==> config.mk <==
export PLATFORM = sky130hd
export DESIGN_NAME = fhrr_rx_frame
export DESIGN_NICKNAME = d
export VERILOG_FILES = /design/src/design/fhrr_rx_frame.v
export VERILOG_INCLUDE_DIRS = /design/src /design/src/design
export SDC_FILE = /design/constraint.sdc
export NUM_CORES = 1
export LEC_CHECK = 0
export BUFFER_PORTS_ARGS = -buffer_cell sky130_fd_sc_hd__buf_2
export CAP_MARGIN = 20
export CORE_ASPECT_RATIO = 1.1
export CORE_MARGIN = 2
export CORE_UTILIZATION = 35
export DETAILED_ROUTE_END_ITERATION = 6
export PLACE_DENSITY = 0.59
export SKIP_LAST_GASP = 1
export SLEW_MARGIN = 20
export SYNTH_ARGS = -nofsm -noshare
export SYNTH_HDL_FRONTEND = slang
export SYNTH_SLANG_ARGS = --single-unit
==> constraint.sdc <==
create_clock -name ref_clk -period 8.5 [get_ports ref_clk]
set_input_delay 0.85 -clock ref_clk [delete_from_list [all_inputs] [get_ports ref_clk]]
set_output_delay 0.85 -clock ref_clk [all_outputs]
set_load 0.005 [all_outputs]
==> src/design/fhrr_defines.vh <==
// Purpose: Constants of the FSK receive frame handler
// Assumes: 32-bit register bus, word-aligned byte offsets
// Notes: Definitions only
`ifndef FHRR_DEFINES_VH
`define FHRR_DEFINES_VH

// Register byte offsets
`define FHRR_OFS_CTRL 8'h00
`define FHRR_OFS_RAW_LEN 8'h04
`define FHRR_OFS_ON_DUR 8'h08
`define FHRR_OFS_OFF_DUR 8'h0C
`define FHRR_OFS_STATUS 8'h10
`define FHRR_OFS_RX_LEN 8'h14
`define FHRR_OFS_ENERGY 8'h18
`define FHRR_OFS_STATE 8'h1C

// Control register fields
`define FHRR_CTRL_MODE_DET 0
`define FHRR_CTRL_CAPT_LSB 1
`define FHRR_CTRL_DUTY_EN 3
`define FHRR_CTRL_BITORD 4
`define FHRR_CTRL_TBASE_LSB 5
`define FHRR_CTRL_RX_EN 8
`define FHRR_CTRL_PDT_LSB 16
`define FHRR_CTRL_MASK 32'h00FF01FF
`define FHRR_CTRL_RESET 32'h00400004
`define FHRR_DUR_RESET 8'h01

// Header bit positions, first received bit is index 0
`define FHRR_PHR_MODE 0
`define FHRR_PHR_RSV1 1
`define FHRR_PHR_RSV2 2
`define FHRR_PHR_FCS_TYPE 3
`define FHRR_PHR_WHITEN 4
`define FHRR_PHR_LEN_LSB 5
`define FHRR_PHR_BITS 16

// Override threshold step and disable code
`define FHRR_CAPT_STEP_DB 9'h006
`define FHRR_CAPT_OFF 2'h3

// De-whitening sequence seed
`define FHRR_PN9_SEED 9'h1FF

// Duty-cycle base time unit
`define FHRR_BASE_TIME_NS 1000
`define FHRR_CLK_MHZ 125
`define FHRR_BASE_CYC ((`FHRR_BASE_TIME_NS * `FHRR_CLK_MHZ) / 1000)

`endif

==> src/design/fhrr_rx_frame.v <==
// Purpose: FSK receive frame handling, override, duty-cycled listening, AHB-Lite registers
// Assumes: Demodulator and frame buffer run on ref_clk; rssi_dbm is signed dBm
// Notes: Register offsets and fields live in the defines header
//
// The address map and register access over AHB-Lite were decided locally.
`include "fhrr_defines.vh"
`timescale 1ns/1ps
`default_nettype none

module fhrr_rx_frame #(
   parameter LEN_W = 11,
   parameter BASE_CYC = `FHRR_BASE_CYC
) (
   input wire ref_clk,
   input wire rst,
   input wire ce,
   input wire hsel,
   input wire [31:0] haddr,
   input wire [1:0] htrans,
   input wire hwrite,
   input wire [2:0] hsize,
   input wire [31:0] hwdata,
   input wire hready,
   output wire hreadyout,
   output wire hresp,
   output reg [31:0] hrdata,
   input wire sync_done,
   input wire sync_raw,
   input wire sync_fec,
   input wire bit_valid,
   input wire bit_data,
   input wire [7:0] corr_val,
   input wire [7:0] rssi_dbm,
   output reg fb_wr_en,
   output reg [LEN_W-1:0] fb_wr_addr,
   output reg [7:0] fb_wr_data,
   output reg frame_start_irq,
   output reg frame_end,
   output reg listen_restart,
   output wire frontend_on,
   output wire preamble_lock,
   output wire rx_state_active,
   output reg dewhite_active,
   output reg fcs_eval_en,
   output reg addr_filter_en,
   output reg fec_active
);

   localparam S_IDLE = 3'd0;
   localparam S_LISTEN = 3'd1;
   localparam S_LOCK = 3'd2;
   localparam S_HDR = 3'd3;
   localparam S_MSW = 3'd4;
   localparam S_DATA = 3'd5;

   reg [2:0] state_reg;
   reg [31:0] ctrl_reg;
   reg [LEN_W-1:0] raw_len_reg;
   reg [7:0] on_dur_reg;
   reg [7:0] off_dur_reg;
   reg mode_switch_flag;
   reg reserved_bit_first;
   reg reserved_bit_second;
   reg fcs_type_status;
   reg whitening_flag;
   reg [LEN_W-1:0] rx_len_reg;
   reg [7:0] frame_energy_value;
   reg wr_pend_reg;
   reg [7:0] wr_addr_reg;
   reg [15:0] hdr_reg;
   reg [4:0] hdr_cnt_reg;
   reg [7:0] oct_reg;
   reg [2:0] oct_bit_reg;
   reg [LEN_W-1:0] oct_cnt_reg;
   reg [LEN_W-1:0] len_reg;
   reg raw_frame_reg;
   reg [8:0] pn9_reg;
   reg [7:0] rssi_ref_reg;
   reg phase_on_reg;
   reg [7:0] duty_cnt_reg;
   reg [15:0] presc_reg;
   reg [31:0] rd_next;

   wire mode_switch_detect_enable = ctrl_reg[`FHRR_CTRL_MODE_DET];
   wire [1:0] capture_restart_level = ctrl_reg[`FHRR_CTRL_CAPT_LSB+1:`FHRR_CTRL_CAPT_LSB];
   wire duty_cycle_switch = ctrl_reg[`FHRR_CTRL_DUTY_EN];
   wire raw_bit_order_select = ctrl_reg[`FHRR_CTRL_BITORD];
   wire [2:0] duty_base_time = ctrl_reg[`FHRR_CTRL_TBASE_LSB+2:`FHRR_CTRL_TBASE_LSB];
   wire rx_enable = ctrl_reg[`FHRR_CTRL_RX_EN];
   wire [7:0] preamble_thr = ctrl_reg[`FHRR_CTRL_PDT_LSB+7:`FHRR_CTRL_PDT_LSB];

   // Header word including the bit arriving now
   wire [15:0] hdr_full = {bit_data, hdr_reg[14:0]};
   wire [LEN_W-1:0] phr_len;
   wire dbit = bit_data ^ (dewhite_active & pn9_reg[0]);
   wire [7:0] oct_fill = oct_reg | ({7'h00, dbit} << oct_bit_reg);
   wire [7:0] oct_rev;
   wire [7:0] msw_oct = (oct_cnt_reg == {LEN_W{1'b0}}) ? hdr_reg[7:0] : hdr_reg[15:8];
   wire [7:0] msw_rev;

   // Length field is sent most significant bit first
   genvar gi;
   generate
      for (gi = 0; gi < LEN_W; gi = gi + 1) begin : g_len
         assign phr_len[LEN_W-1-gi] = hdr_full[`FHRR_PHR_LEN_LSB+gi];
      end
      for (gi = 0; gi < 8; gi = gi + 1) begin : g_rev
         assign oct_rev[gi] = oct_fill[7-gi];
         assign msw_rev[gi] = msw_oct[7-gi];
      end
   endgenerate

   wire in_frame = (state_reg == S_LOCK) || (state_reg == S_HDR) ||
                   (state_reg == S_MSW) || (state_reg == S_DATA);
   // Signed rise of strength since lock, against 6/12/18 dB steps
   wire signed [8:0] rssi_rise = $signed({rssi_dbm[7], rssi_dbm}) -
                                 $signed({rssi_ref_reg[7], rssi_ref_reg});
   wire [8:0] capt_thr = `FHRR_CAPT_STEP_DB * ({7'h00, capture_restart_level} + 9'h001);
   wire capt_hit = in_frame && (capture_restart_level != `FHRR_CAPT_OFF) &&
                   (rssi_rise > $signed(capt_thr));

   assign frontend_on = !(duty_cycle_switch && state_reg == S_LISTEN && !phase_on_reg);
   assign preamble_lock = in_frame;
   assign rx_state_active = (state_reg != S_IDLE);
   assign hreadyout = 1'b1;
   assign hresp = 1'b0;

   wire [15:0] tick_len = BASE_CYC[15:0] << duty_base_time;
   wire addr_ph = hsel && htrans[1] && hready;

   always @* begin
      rd_next = 32'h00000000;
      if (haddr[7:0] == `FHRR_OFS_CTRL) begin
         rd_next = ctrl_reg;
      end else if (haddr[7:0] == `FHRR_OFS_RAW_LEN) begin
         rd_next[LEN_W-1:0] = raw_len_reg;
      end else if (haddr[7:0] == `FHRR_OFS_ON_DUR) begin
         rd_next[7:0] = on_dur_reg;
      end else if (haddr[7:0] == `FHRR_OFS_OFF_DUR) begin
         rd_next[7:0] = off_dur_reg;
      end else if (haddr[7:0] == `FHRR_OFS_STATUS) begin
         rd_next[4:0] = {whitening_flag, fcs_type_status, reserved_bit_second,
                         reserved_bit_first, mode_switch_flag};
      end else if (haddr[7:0] == `FHRR_OFS_RX_LEN) begin
         rd_next[LEN_W-1:0] = rx_len_reg;
      end else if (haddr[7:0] == `FHRR_OFS_ENERGY) begin
         rd_next[7:0] = frame_energy_value;
      end else if (haddr[7:0] == `FHRR_OFS_STATE) begin
         rd_next[5:0] = {fec_active, raw_frame_reg, phase_on_reg, preamble_lock,
                         rx_state_active, frontend_on};
      end
   end

   // Register bus: zero wait states, read data registered at address phase
   always @(posedge ref_clk) begin
      if (rst) begin
         hrdata <= 32'h00000000;
         wr_pend_reg <= 1'b0;
         wr_addr_reg <= 8'h00;
         ctrl_reg <= `FHRR_CTRL_RESET;
         raw_len_reg <= {LEN_W{1'b0}};
         on_dur_reg <= `FHRR_DUR_RESET;
         off_dur_reg <= `FHRR_DUR_RESET;
      end else if (ce) begin
         if (hready) begin
            wr_pend_reg <= addr_ph && hwrite;
            wr_addr_reg <= haddr[7:0];
         end
         if (addr_ph && !hwrite) begin
            hrdata <= rd_next;
         end
         if (wr_pend_reg) begin
            if (wr_addr_reg == `FHRR_OFS_CTRL) begin
               ctrl_reg <= hwdata & `FHRR_CTRL_MASK;
            end else if (wr_addr_reg == `FHRR_OFS_RAW_LEN) begin
               raw_len_reg <= hwdata[LEN_W-1:0];
            end else if (wr_addr_reg == `FHRR_OFS_ON_DUR) begin
               on_dur_reg <= hwdata[7:0];
            end else if (wr_addr_reg == `FHRR_OFS_OFF_DUR) begin
               off_dur_reg <= hwdata[7:0];
            end
         end
      end
   end

   // Duty cycle runs only while listening; any other state re-arms it
   always @(posedge ref_clk) begin
      if (rst) begin
         phase_on_reg <= 1'b1;
         duty_cnt_reg <= 8'h00;
         presc_reg <= 16'h0000;
      end else if (ce) begin
         if (state_reg != S_LISTEN || !duty_cycle_switch) begin
            phase_on_reg <= 1'b1;
            duty_cnt_reg <= on_dur_reg;
            presc_reg <= tick_len - 16'h0001;
         end else if (presc_reg != 16'h0000) begin
            presc_reg <= presc_reg - 16'h0001;
         end else begin
            presc_reg <= tick_len - 16'h0001;
            if (duty_cnt_reg <= 8'h01) begin
               phase_on_reg <= !phase_on_reg;
               duty_cnt_reg <= phase_on_reg ? off_dur_reg : on_dur_reg;
            end else begin
               duty_cnt_reg <= duty_cnt_reg - 8'h01;
            end
         end
      end
   end

   always @(posedge ref_clk) begin
      if (rst) begin
         state_reg <= S_IDLE;
         mode_switch_flag <= 1'b0;
         reserved_bit_first <= 1'b0;
         reserved_bit_second <= 1'b0;
         fcs_type_status <= 1'b0;
         whitening_flag <= 1'b0;
         rx_len_reg <= {LEN_W{1'b0}};
         frame_energy_value <= 8'h00;
         hdr_reg <= 16'h0000;
         hdr_cnt_reg <= 5'd0;
         oct_reg <= 8'h00;
         oct_bit_reg <= 3'd0;
         oct_cnt_reg <= {LEN_W{1'b0}};
         len_reg <= {LEN_W{1'b0}};
         raw_frame_reg <= 1'b0;
         pn9_reg <= `FHRR_PN9_SEED;
         rssi_ref_reg <= 8'h00;
         fb_wr_en <= 1'b0;
         fb_wr_addr <= {LEN_W{1'b0}};
         fb_wr_data <= 8'h00;
         frame_start_irq <= 1'b0;
         frame_end <= 1'b0;
         listen_restart <= 1'b0;
         dewhite_active <= 1'b0;
         fcs_eval_en <= 1'b1;
         addr_filter_en <= 1'b1;
         fec_active <= 1'b0;
      end else if (ce) begin
         fb_wr_en <= 1'b0;
         frame_start_irq <= 1'b0;
         frame_end <= 1'b0;
         listen_restart <= 1'b0;
         if (!rx_enable) begin
            state_reg <= S_IDLE;
            dewhite_active <= 1'b0;
         end else if (capt_hit) begin
            state_reg <= S_LISTEN;
            listen_restart <= 1'b1;
            dewhite_active <= 1'b0;
         end else begin
            case (state_reg)
               S_IDLE: begin
                  state_reg <= S_LISTEN;
               end
               S_LISTEN: begin
                  if (frontend_on && corr_val > preamble_thr) begin
                     state_reg <= S_LOCK;
                     rssi_ref_reg <= rssi_dbm;
                  end
               end
               S_LOCK: begin
                  hdr_cnt_reg <= 5'd0;
                  oct_reg <= 8'h00;
                  oct_bit_reg <= 3'd0;
                  oct_cnt_reg <= {LEN_W{1'b0}};
                  pn9_reg <= `FHRR_PN9_SEED;
                  fb_wr_addr <= {LEN_W{1'b0}};
                  if (sync_done) begin
                     raw_frame_reg <= sync_raw;
                     fec_active <= sync_fec;
                     frame_energy_value <= rssi_dbm;
                     if (sync_raw) begin
                        // Length is sampled here, so it must already be set
                        len_reg <= raw_len_reg;
                        dewhite_active <= 1'b0;
                        fcs_eval_en <= 1'b0;
                        addr_filter_en <= 1'b0;
                        if (raw_len_reg == {LEN_W{1'b0}}) begin
                           state_reg <= S_LISTEN;
                        end else begin
                           state_reg <= S_DATA;
                           frame_start_irq <= 1'b1;
                        end
                     end else begin
                        state_reg <= S_HDR;
                     end
                  end else if (corr_val <= preamble_thr) begin
                     state_reg <= S_LISTEN;
                  end
               end
               S_HDR: begin
                  if (bit_valid) begin
                     hdr_reg[hdr_cnt_reg[3:0]] <= bit_data;
                     hdr_cnt_reg <= hdr_cnt_reg + 5'd1;
                     if (hdr_cnt_reg == `FHRR_PHR_BITS - 1) begin
                        hdr_reg <= hdr_full;
                        mode_switch_flag <= hdr_full[`FHRR_PHR_MODE];
                        if (hdr_full[`FHRR_PHR_MODE] && mode_switch_detect_enable) begin
                           // Other status fields left stale, not meaningful here
                           state_reg <= S_MSW;
                           frame_start_irq <= 1'b1;
                           fcs_eval_en <= 1'b0;
                           addr_filter_en <= 1'b0;
                           dewhite_active <= 1'b0;
                        end else begin
                           reserved_bit_first <= hdr_full[`FHRR_PHR_RSV1];
                           reserved_bit_second <= hdr_full[`FHRR_PHR_RSV2];
                           fcs_type_status <= hdr_full[`FHRR_PHR_FCS_TYPE];
                           whitening_flag <= hdr_full[`FHRR_PHR_WHITEN];
                           rx_len_reg <= phr_len;
                           len_reg <= phr_len;
                           fcs_eval_en <= 1'b1;
                           addr_filter_en <= 1'b1;
                           dewhite_active <= hdr_full[`FHRR_PHR_WHITEN];
                           if (phr_len == {LEN_W{1'b0}}) begin
                              state_reg <= S_LISTEN;
                           end else begin
                              state_reg <= S_DATA;
                              frame_start_irq <= 1'b1;
                           end
                        end
                     end
                  end
               end
               S_MSW: begin
                  // Two header octets, one per cycle, in raw bit order
                  fb_wr_en <= 1'b1;
                  fb_wr_addr <= oct_cnt_reg;
                  fb_wr_data <= raw_bit_order_select ? msw_rev : msw_oct;
                  oct_cnt_reg <= oct_cnt_reg + {{(LEN_W-1){1'b0}}, 1'b1};
                  if (oct_cnt_reg != {LEN_W{1'b0}}) begin
                     rx_len_reg <= {{(LEN_W-2){1'b0}}, 2'd2};
                     frame_end <= 1'b1;
                     state_reg <= S_LISTEN;
                  end
               end
               S_DATA: begin
                  if (bit_valid) begin
                     if (dewhite_active) begin
                        pn9_reg <= {pn9_reg[0] ^ pn9_reg[5], pn9_reg[8:1]};
                     end
                     oct_bit_reg <= oct_bit_reg + 3'd1;
                     if (oct_bit_reg == 3'd7) begin
                        oct_reg <= 8'h00;
                        fb_wr_en <= 1'b1;
                        fb_wr_addr <= oct_cnt_reg;
                        fb_wr_data <= (raw_frame_reg && raw_bit_order_select) ?
                                      oct_rev : oct_fill;
                        oct_cnt_reg <= oct_cnt_reg + {{(LEN_W-1){1'b0}}, 1'b1};
                        if (oct_cnt_reg + {{(LEN_W-1){1'b0}}, 1'b1} == len_reg) begin
                           if (raw_frame_reg) begin
                              rx_len_reg <= len_reg;
                           end
                           frame_end <= 1'b1;
                           dewhite_active <= 1'b0;
                           state_reg <= S_LISTEN;
                        end
                     end else begin
                        oct_reg <= oct_fill;
                     end
                  end
               end
               default: begin
                  state_reg <= S_IDLE;
               end
            endcase
         end
      end
   end

endmodule

`default_nettype wire

Yosys cells after proc, flatten, opt, wreduce, memory -nomap -nowiden:

Cells that the tools add are included.

* word-level logic and storage cells: 282
* register bits: 235

* bitwise gates (word level): 10
* multipliers: 1
* add/subtract/negate cells: 8
* $lt $le $gt $ge: 6
* multiplexer cells: 116
* reductions and logical operators: 59
* shift operators: 2
* eq/ne operators: 43

Operator list (number)
* $mux W11: 16
* $mux W8: 14
* $pmux W11 S3: 3
* $mux W3: 19
* $mux W16: 3
* $mux W1: 38
* $reduce_and A6 Y1: 6
* $logic_not A11 Y1: 3
* $eq A8 B4 Y1 const B: 4
* $eq A8 B5 Y1 const B: 4
* $pmux W8 S2: 2
* $sub A16 B1 Y16 const B: 2
* $reduce_and A5 Y1: 6
* $reduce_and A9 Y1: 3
* $pmux W11 S2: 1
* $ne A4 B3 Y1 const B: 5
* $mux W6: 3
* $mux W9: 2
* $ne A2 B2 Y1 const B: 9
* $pmux W3 S6: 1
* $pmux W9 S2: 1
* $bwmux W16: 1
* $eq A8 B3 Y1 const B: 2
* $logic_not A8 Y1: 2
* other kinds (51): 95

Logic depth before layout (Yosys ltp):

* depth after elaboration: 12
* mapped depth: 17
* gate-level depth less buffers: 15

Least setup slack after synthesis:

Ideal clock, no wire load.

* path type: input port to flip-flop
* start point: input port rssi_dbm[0]
* end point: register oct_cnt_reg[2]
* stages: 15
* slack: 4.607 ns
* required time: 8.428 ns
* arrival: 3.821 ns
* library setup time: 0.072 ns
* cell sequence: inv_1 > ha_1 > fa_1 > nor2b_1 > o31a_1 > a21oi_1 > ha_1 > a211oi_1 > a21oi_1 > and4b_1 > a22oi_2 > a2111oi_2 > clkbuf_1 > nand2_1 > mux2i_1

* word-level cells in the longest chain between the ends: 5

RTL lines
* from (decl): line fhrr_rx_frame.v:33 `input wire [7:0] rssi_dbm,`
* $sub A8 B8 Y9: line fhrr_rx_frame.v:116 `wire signed [8:0] rssi_rise = $signed({rssi_dbm[7], rssi_dbm}) -`
* $gt A9 B7 Y1: line fhrr_rx_frame.v:120 `(rssi_rise > $signed(capt_thr));`
* $logic_and A1 B1 Y1: line fhrr_rx_frame.v:119 `` wire capt_hit = in_frame && (capture_restart_level != `FHRR_CAPT_OFF) && ``
* $not A1 Y1 (no source line)
* $reduce_and A6 Y1 (no source line)
* to (signal assigned): line fhrr_rx_frame.v:225 `oct_cnt_reg <= {LEN_W{1'b0}};`
* to (signal assigned): line fhrr_rx_frame.v:267 `oct_cnt_reg <= {LEN_W{1'b0}};`
* to (signal assigned): line fhrr_rx_frame.v:332 `oct_cnt_reg <= oct_cnt_reg + {{(LEN_W-1){1'b0}}, 1'b1};`
* to (decl): line fhrr_rx_frame.v:74 `reg [LEN_W-1:0] oct_cnt_reg;`

Every way passes these cells.
A chain may end at the register's enable or synchronous reset.

Final worst setup path:

* start point: input port rssi_dbm[0]
* end point: register len_reg[8]

* word-level cells in the longest chain between the ends: 5

RTL lines
* $sub A8 B8 Y9: line fhrr_rx_frame.v:116
* $gt A9 B7 Y1: line fhrr_rx_frame.v:120
* $logic_and A1 B1 Y1: line fhrr_rx_frame.v:119
* $not A1 Y1 (no source line)
* $reduce_and A9 Y1 (no source line)
* to (signal assigned): line fhrr_rx_frame.v:226 `len_reg <= {LEN_W{1'b0}};`
* to (signal assigned): line fhrr_rx_frame.v:276 `len_reg <= raw_len_reg;`
* to (signal assigned): line fhrr_rx_frame.v:313 `len_reg <= phr_len;`
* to (decl): line fhrr_rx_frame.v:75 `reg [LEN_W-1:0] len_reg;`

Every way passes these cells.

==> impl_results.md <==
* Outcome: finished, final reports clean
* Synthesized cell area at 11990 um^2
* Post-synthesis register bit count at 222
* Slew HR at 25.27%
* Synthesis Warnings at 0
* Part of the cycle the worst path needs at 55.35%
* Static leakage at 0.005084 uW
* Final hold violation count at 0
* Primary FF master, synth: dfxtp_1
* Commonest non-fill, non-tap cell in the layout: dfxtp_1
* Max Clock Freq at 212.5 MHz
* Initial antenna violation count at 1
* CP max FO at 22
* Placed cell area at 12670 um^2
* Root Driver: clkbuf_16
* Via density at 5.450
* Critical path class: in -> reg
* Share of cells above drive strength 1 at 13.18%
* Postcts setup bufs at 0
* Routed WL per cell at 17.78 um
* Total GRT Usage at 19.24%
* Bufs on Longest Clock Path at 3
* Post-synth EDFFs at 0
* CP arrival at 5180 ps
* Largest net degree at the start of global routing at 124
* Synth cell types at 81
* DP HPWL at 24.81 mm
* Critical path launch point type: input pin
* Number of I/O pins at 160
* CTS hold repair buffers at 0
* Fin Setup TNS at 0 ps
* DRT iter0 DRCs at 801
* Die area at 35760 um^2
* Clock-pin slew on the worst setup and hold paths at 60 ps
* Pwr per Cell Area at 177.0 nW/um^2
* CTS-repair resized insts at 0
* GRT Residual Overflow at 0
* Drt pass-1 iters at 5
* Worst-margin pin slew at 1112 ps
* Avg Inst Size Synth at 8.109 um^2
* H-tree depth at 1
* Max reg flops at 19
* Maximum VDD drop at 138.5 uV
* Number of CTS-inserted buffers at 27
* Sequential share of the synthesized area at 37.06%
* Final number of max-transition violations at 0
* I/O Buffers at 103
* Final nets at 1655
* CTS tree: built
* ANT cells at 0
* Unrepaired setup endpoints after global routing: no
* Vias in the first global route at 10.21k
* Setup crit end kind: flip-flop
* Die width at 180.5 um
* P&R area growth vs syn at 13.88%
* R2R Setup Slk at 3900 ps
* WL final at 35.17 mm
* Chip height at 198.1 um
* Max-Cap Viols at 0
* Clock sinks at 222
* Most frequent cells in the layout: dfxtp_1 (222), nand2_1 (188), nor2_1 (172), a21oi_1 (119), buf_2 (102)
* GP Congestion at 0.8393
* Design Area, Final at 13660 um^2
* Min-Delay Path Class: reg -> reg
* Core ar. at 34020 um^2
* Post-DRT Antenna Nets at 0
* # DRC at 0
* Ys async rst share at 0%
* Via count at 10.78k
* Num rows at 71
* Clock Latency Late Sink at 570 ps
* Global-route wire length before repair at 56.01 mm
* Clock skew at 28.47 ps
* Tmin final at 4705 ps
* Starting Density at 35.25%
* Mapped Cells at 1479
* CP required at 8980 ps
* Setup violations, final at 0
-- report_power, final --
group / switching [uW] / internal (uW)
combinational: 81.4 / 41.0
sequential: 5.84 / 1050
clock: 490 / 753
total: 577 / 1840
-- cell usage after synthesis, drive strengths merged (10+ instances only) --
master | n | share of area, %
a22o | 14 | 1.0
nor2 | 176 | 5.6
a211oi | 20 | 1.6
clkbuf | 77 | 2.4
buf | 38 | 2.0
nand3 | 51 | 2.1
nor4 | 18 | 1.1
inv | 46 | 1.4
dfxtp | 222 | 37
nand2b | 18 | 0.94
o211ai | 12 | 0.75
or3 | 16 | 0.88
nor2b | 13 | 0.68
a221oi | 10 | 0.73
nand2 | 188 | 5.9
a21oi | 120 | 5.0
nor3 | 44 | 1.9
o21ai | 36 | 1.5
a22oi | 27 | 1.7
mux2i | 89 | 7.4
a21o | 19 | 1.2
ha | 39 | 4.1
xor2 | 15 | 1.1
xnor2 | 19 | 1.4
a311oi | 11 | 0.91
nand4 | 23 | 1.2
-- per-layer routing --
layer | GRT usage (%) | up-vias | share of wire, % | wire, um
met5 | 0 | - | 0.020 | 7
met4 | 6.033 | 2 | 2.4 | 843
met3 | 3.311 | 62 | 5.8 | 2024
met2 | 32.43 | 283 | 47 | 16530
met1 | 25.09 | 5093 | 45 | 15760
li1 | - | 5341 | - | -
-- layout make-up --
class	instances	area, um^2
fillers	3480	20370
multi-input cells	1109	6923
flip-flops and latches	222	4444
clock buffers	33	748.2
repair buffers	113	600.6
well taps	438	548.0
clock inverters	17	220.2
inverters	46	172.7
-- path summary, 6_finish.rpt --
| check | start | end | cells after the start |
|---|---|---|---|
| max | rssi_dbm[0] | len_reg[8] | 15 |
| min | wr_addr_reg[6] | wr_addr_reg[6] | 2 |
| max reg2reg | rssi_ref_reg[0] | len_reg[8] | 13 |
| min reg2reg | wr_addr_reg[6] | wr_addr_reg[6] | 2 |
-- worst max-delay path, stage by stage --
cell      delay, ps
buf_2           100
inv_1            40
ha_1            210
fa_1            410
nor2b_1         160
o31a_1          210
a21oi_1          70
ha_1            320
a211oi_1        280
a21oi_1         120
and4b_1         340
a22o_1          720
nand3_1         820
a21o_1          380
a21oi_1         140
-- metrics by stage --
step	power [uW]	utilization (%)	hold slack [ps]	instances	setup WS (ps)
final	2417	40.14	451.4	1978	3795
after global routing	2501	40.14	477.4	1978	3370
after CTS	2443	40.10	451.4	1977	3836
after detailed placement	1197	37.25	442.8	1927	3247
after global placement	1195	37.23	436.8	1926	3382
after floorplan	1159	-	427.0	1492	4607
-- cells by family after synthesis --
family,after synthesis,synth area share (%)
flip-flops,222,37.06
adder cells (fa/ha/maj),40,4.236
other,2,0.06262
XOR/XNOR,34,2.483
multiplexers,92,7.710
AND/OR/NAND/NOR,594,23.35
AO/OA/AOI/OAI,334,19.21
buffers and inverters,161,5.895
Power figures use the tool's default switching activity.
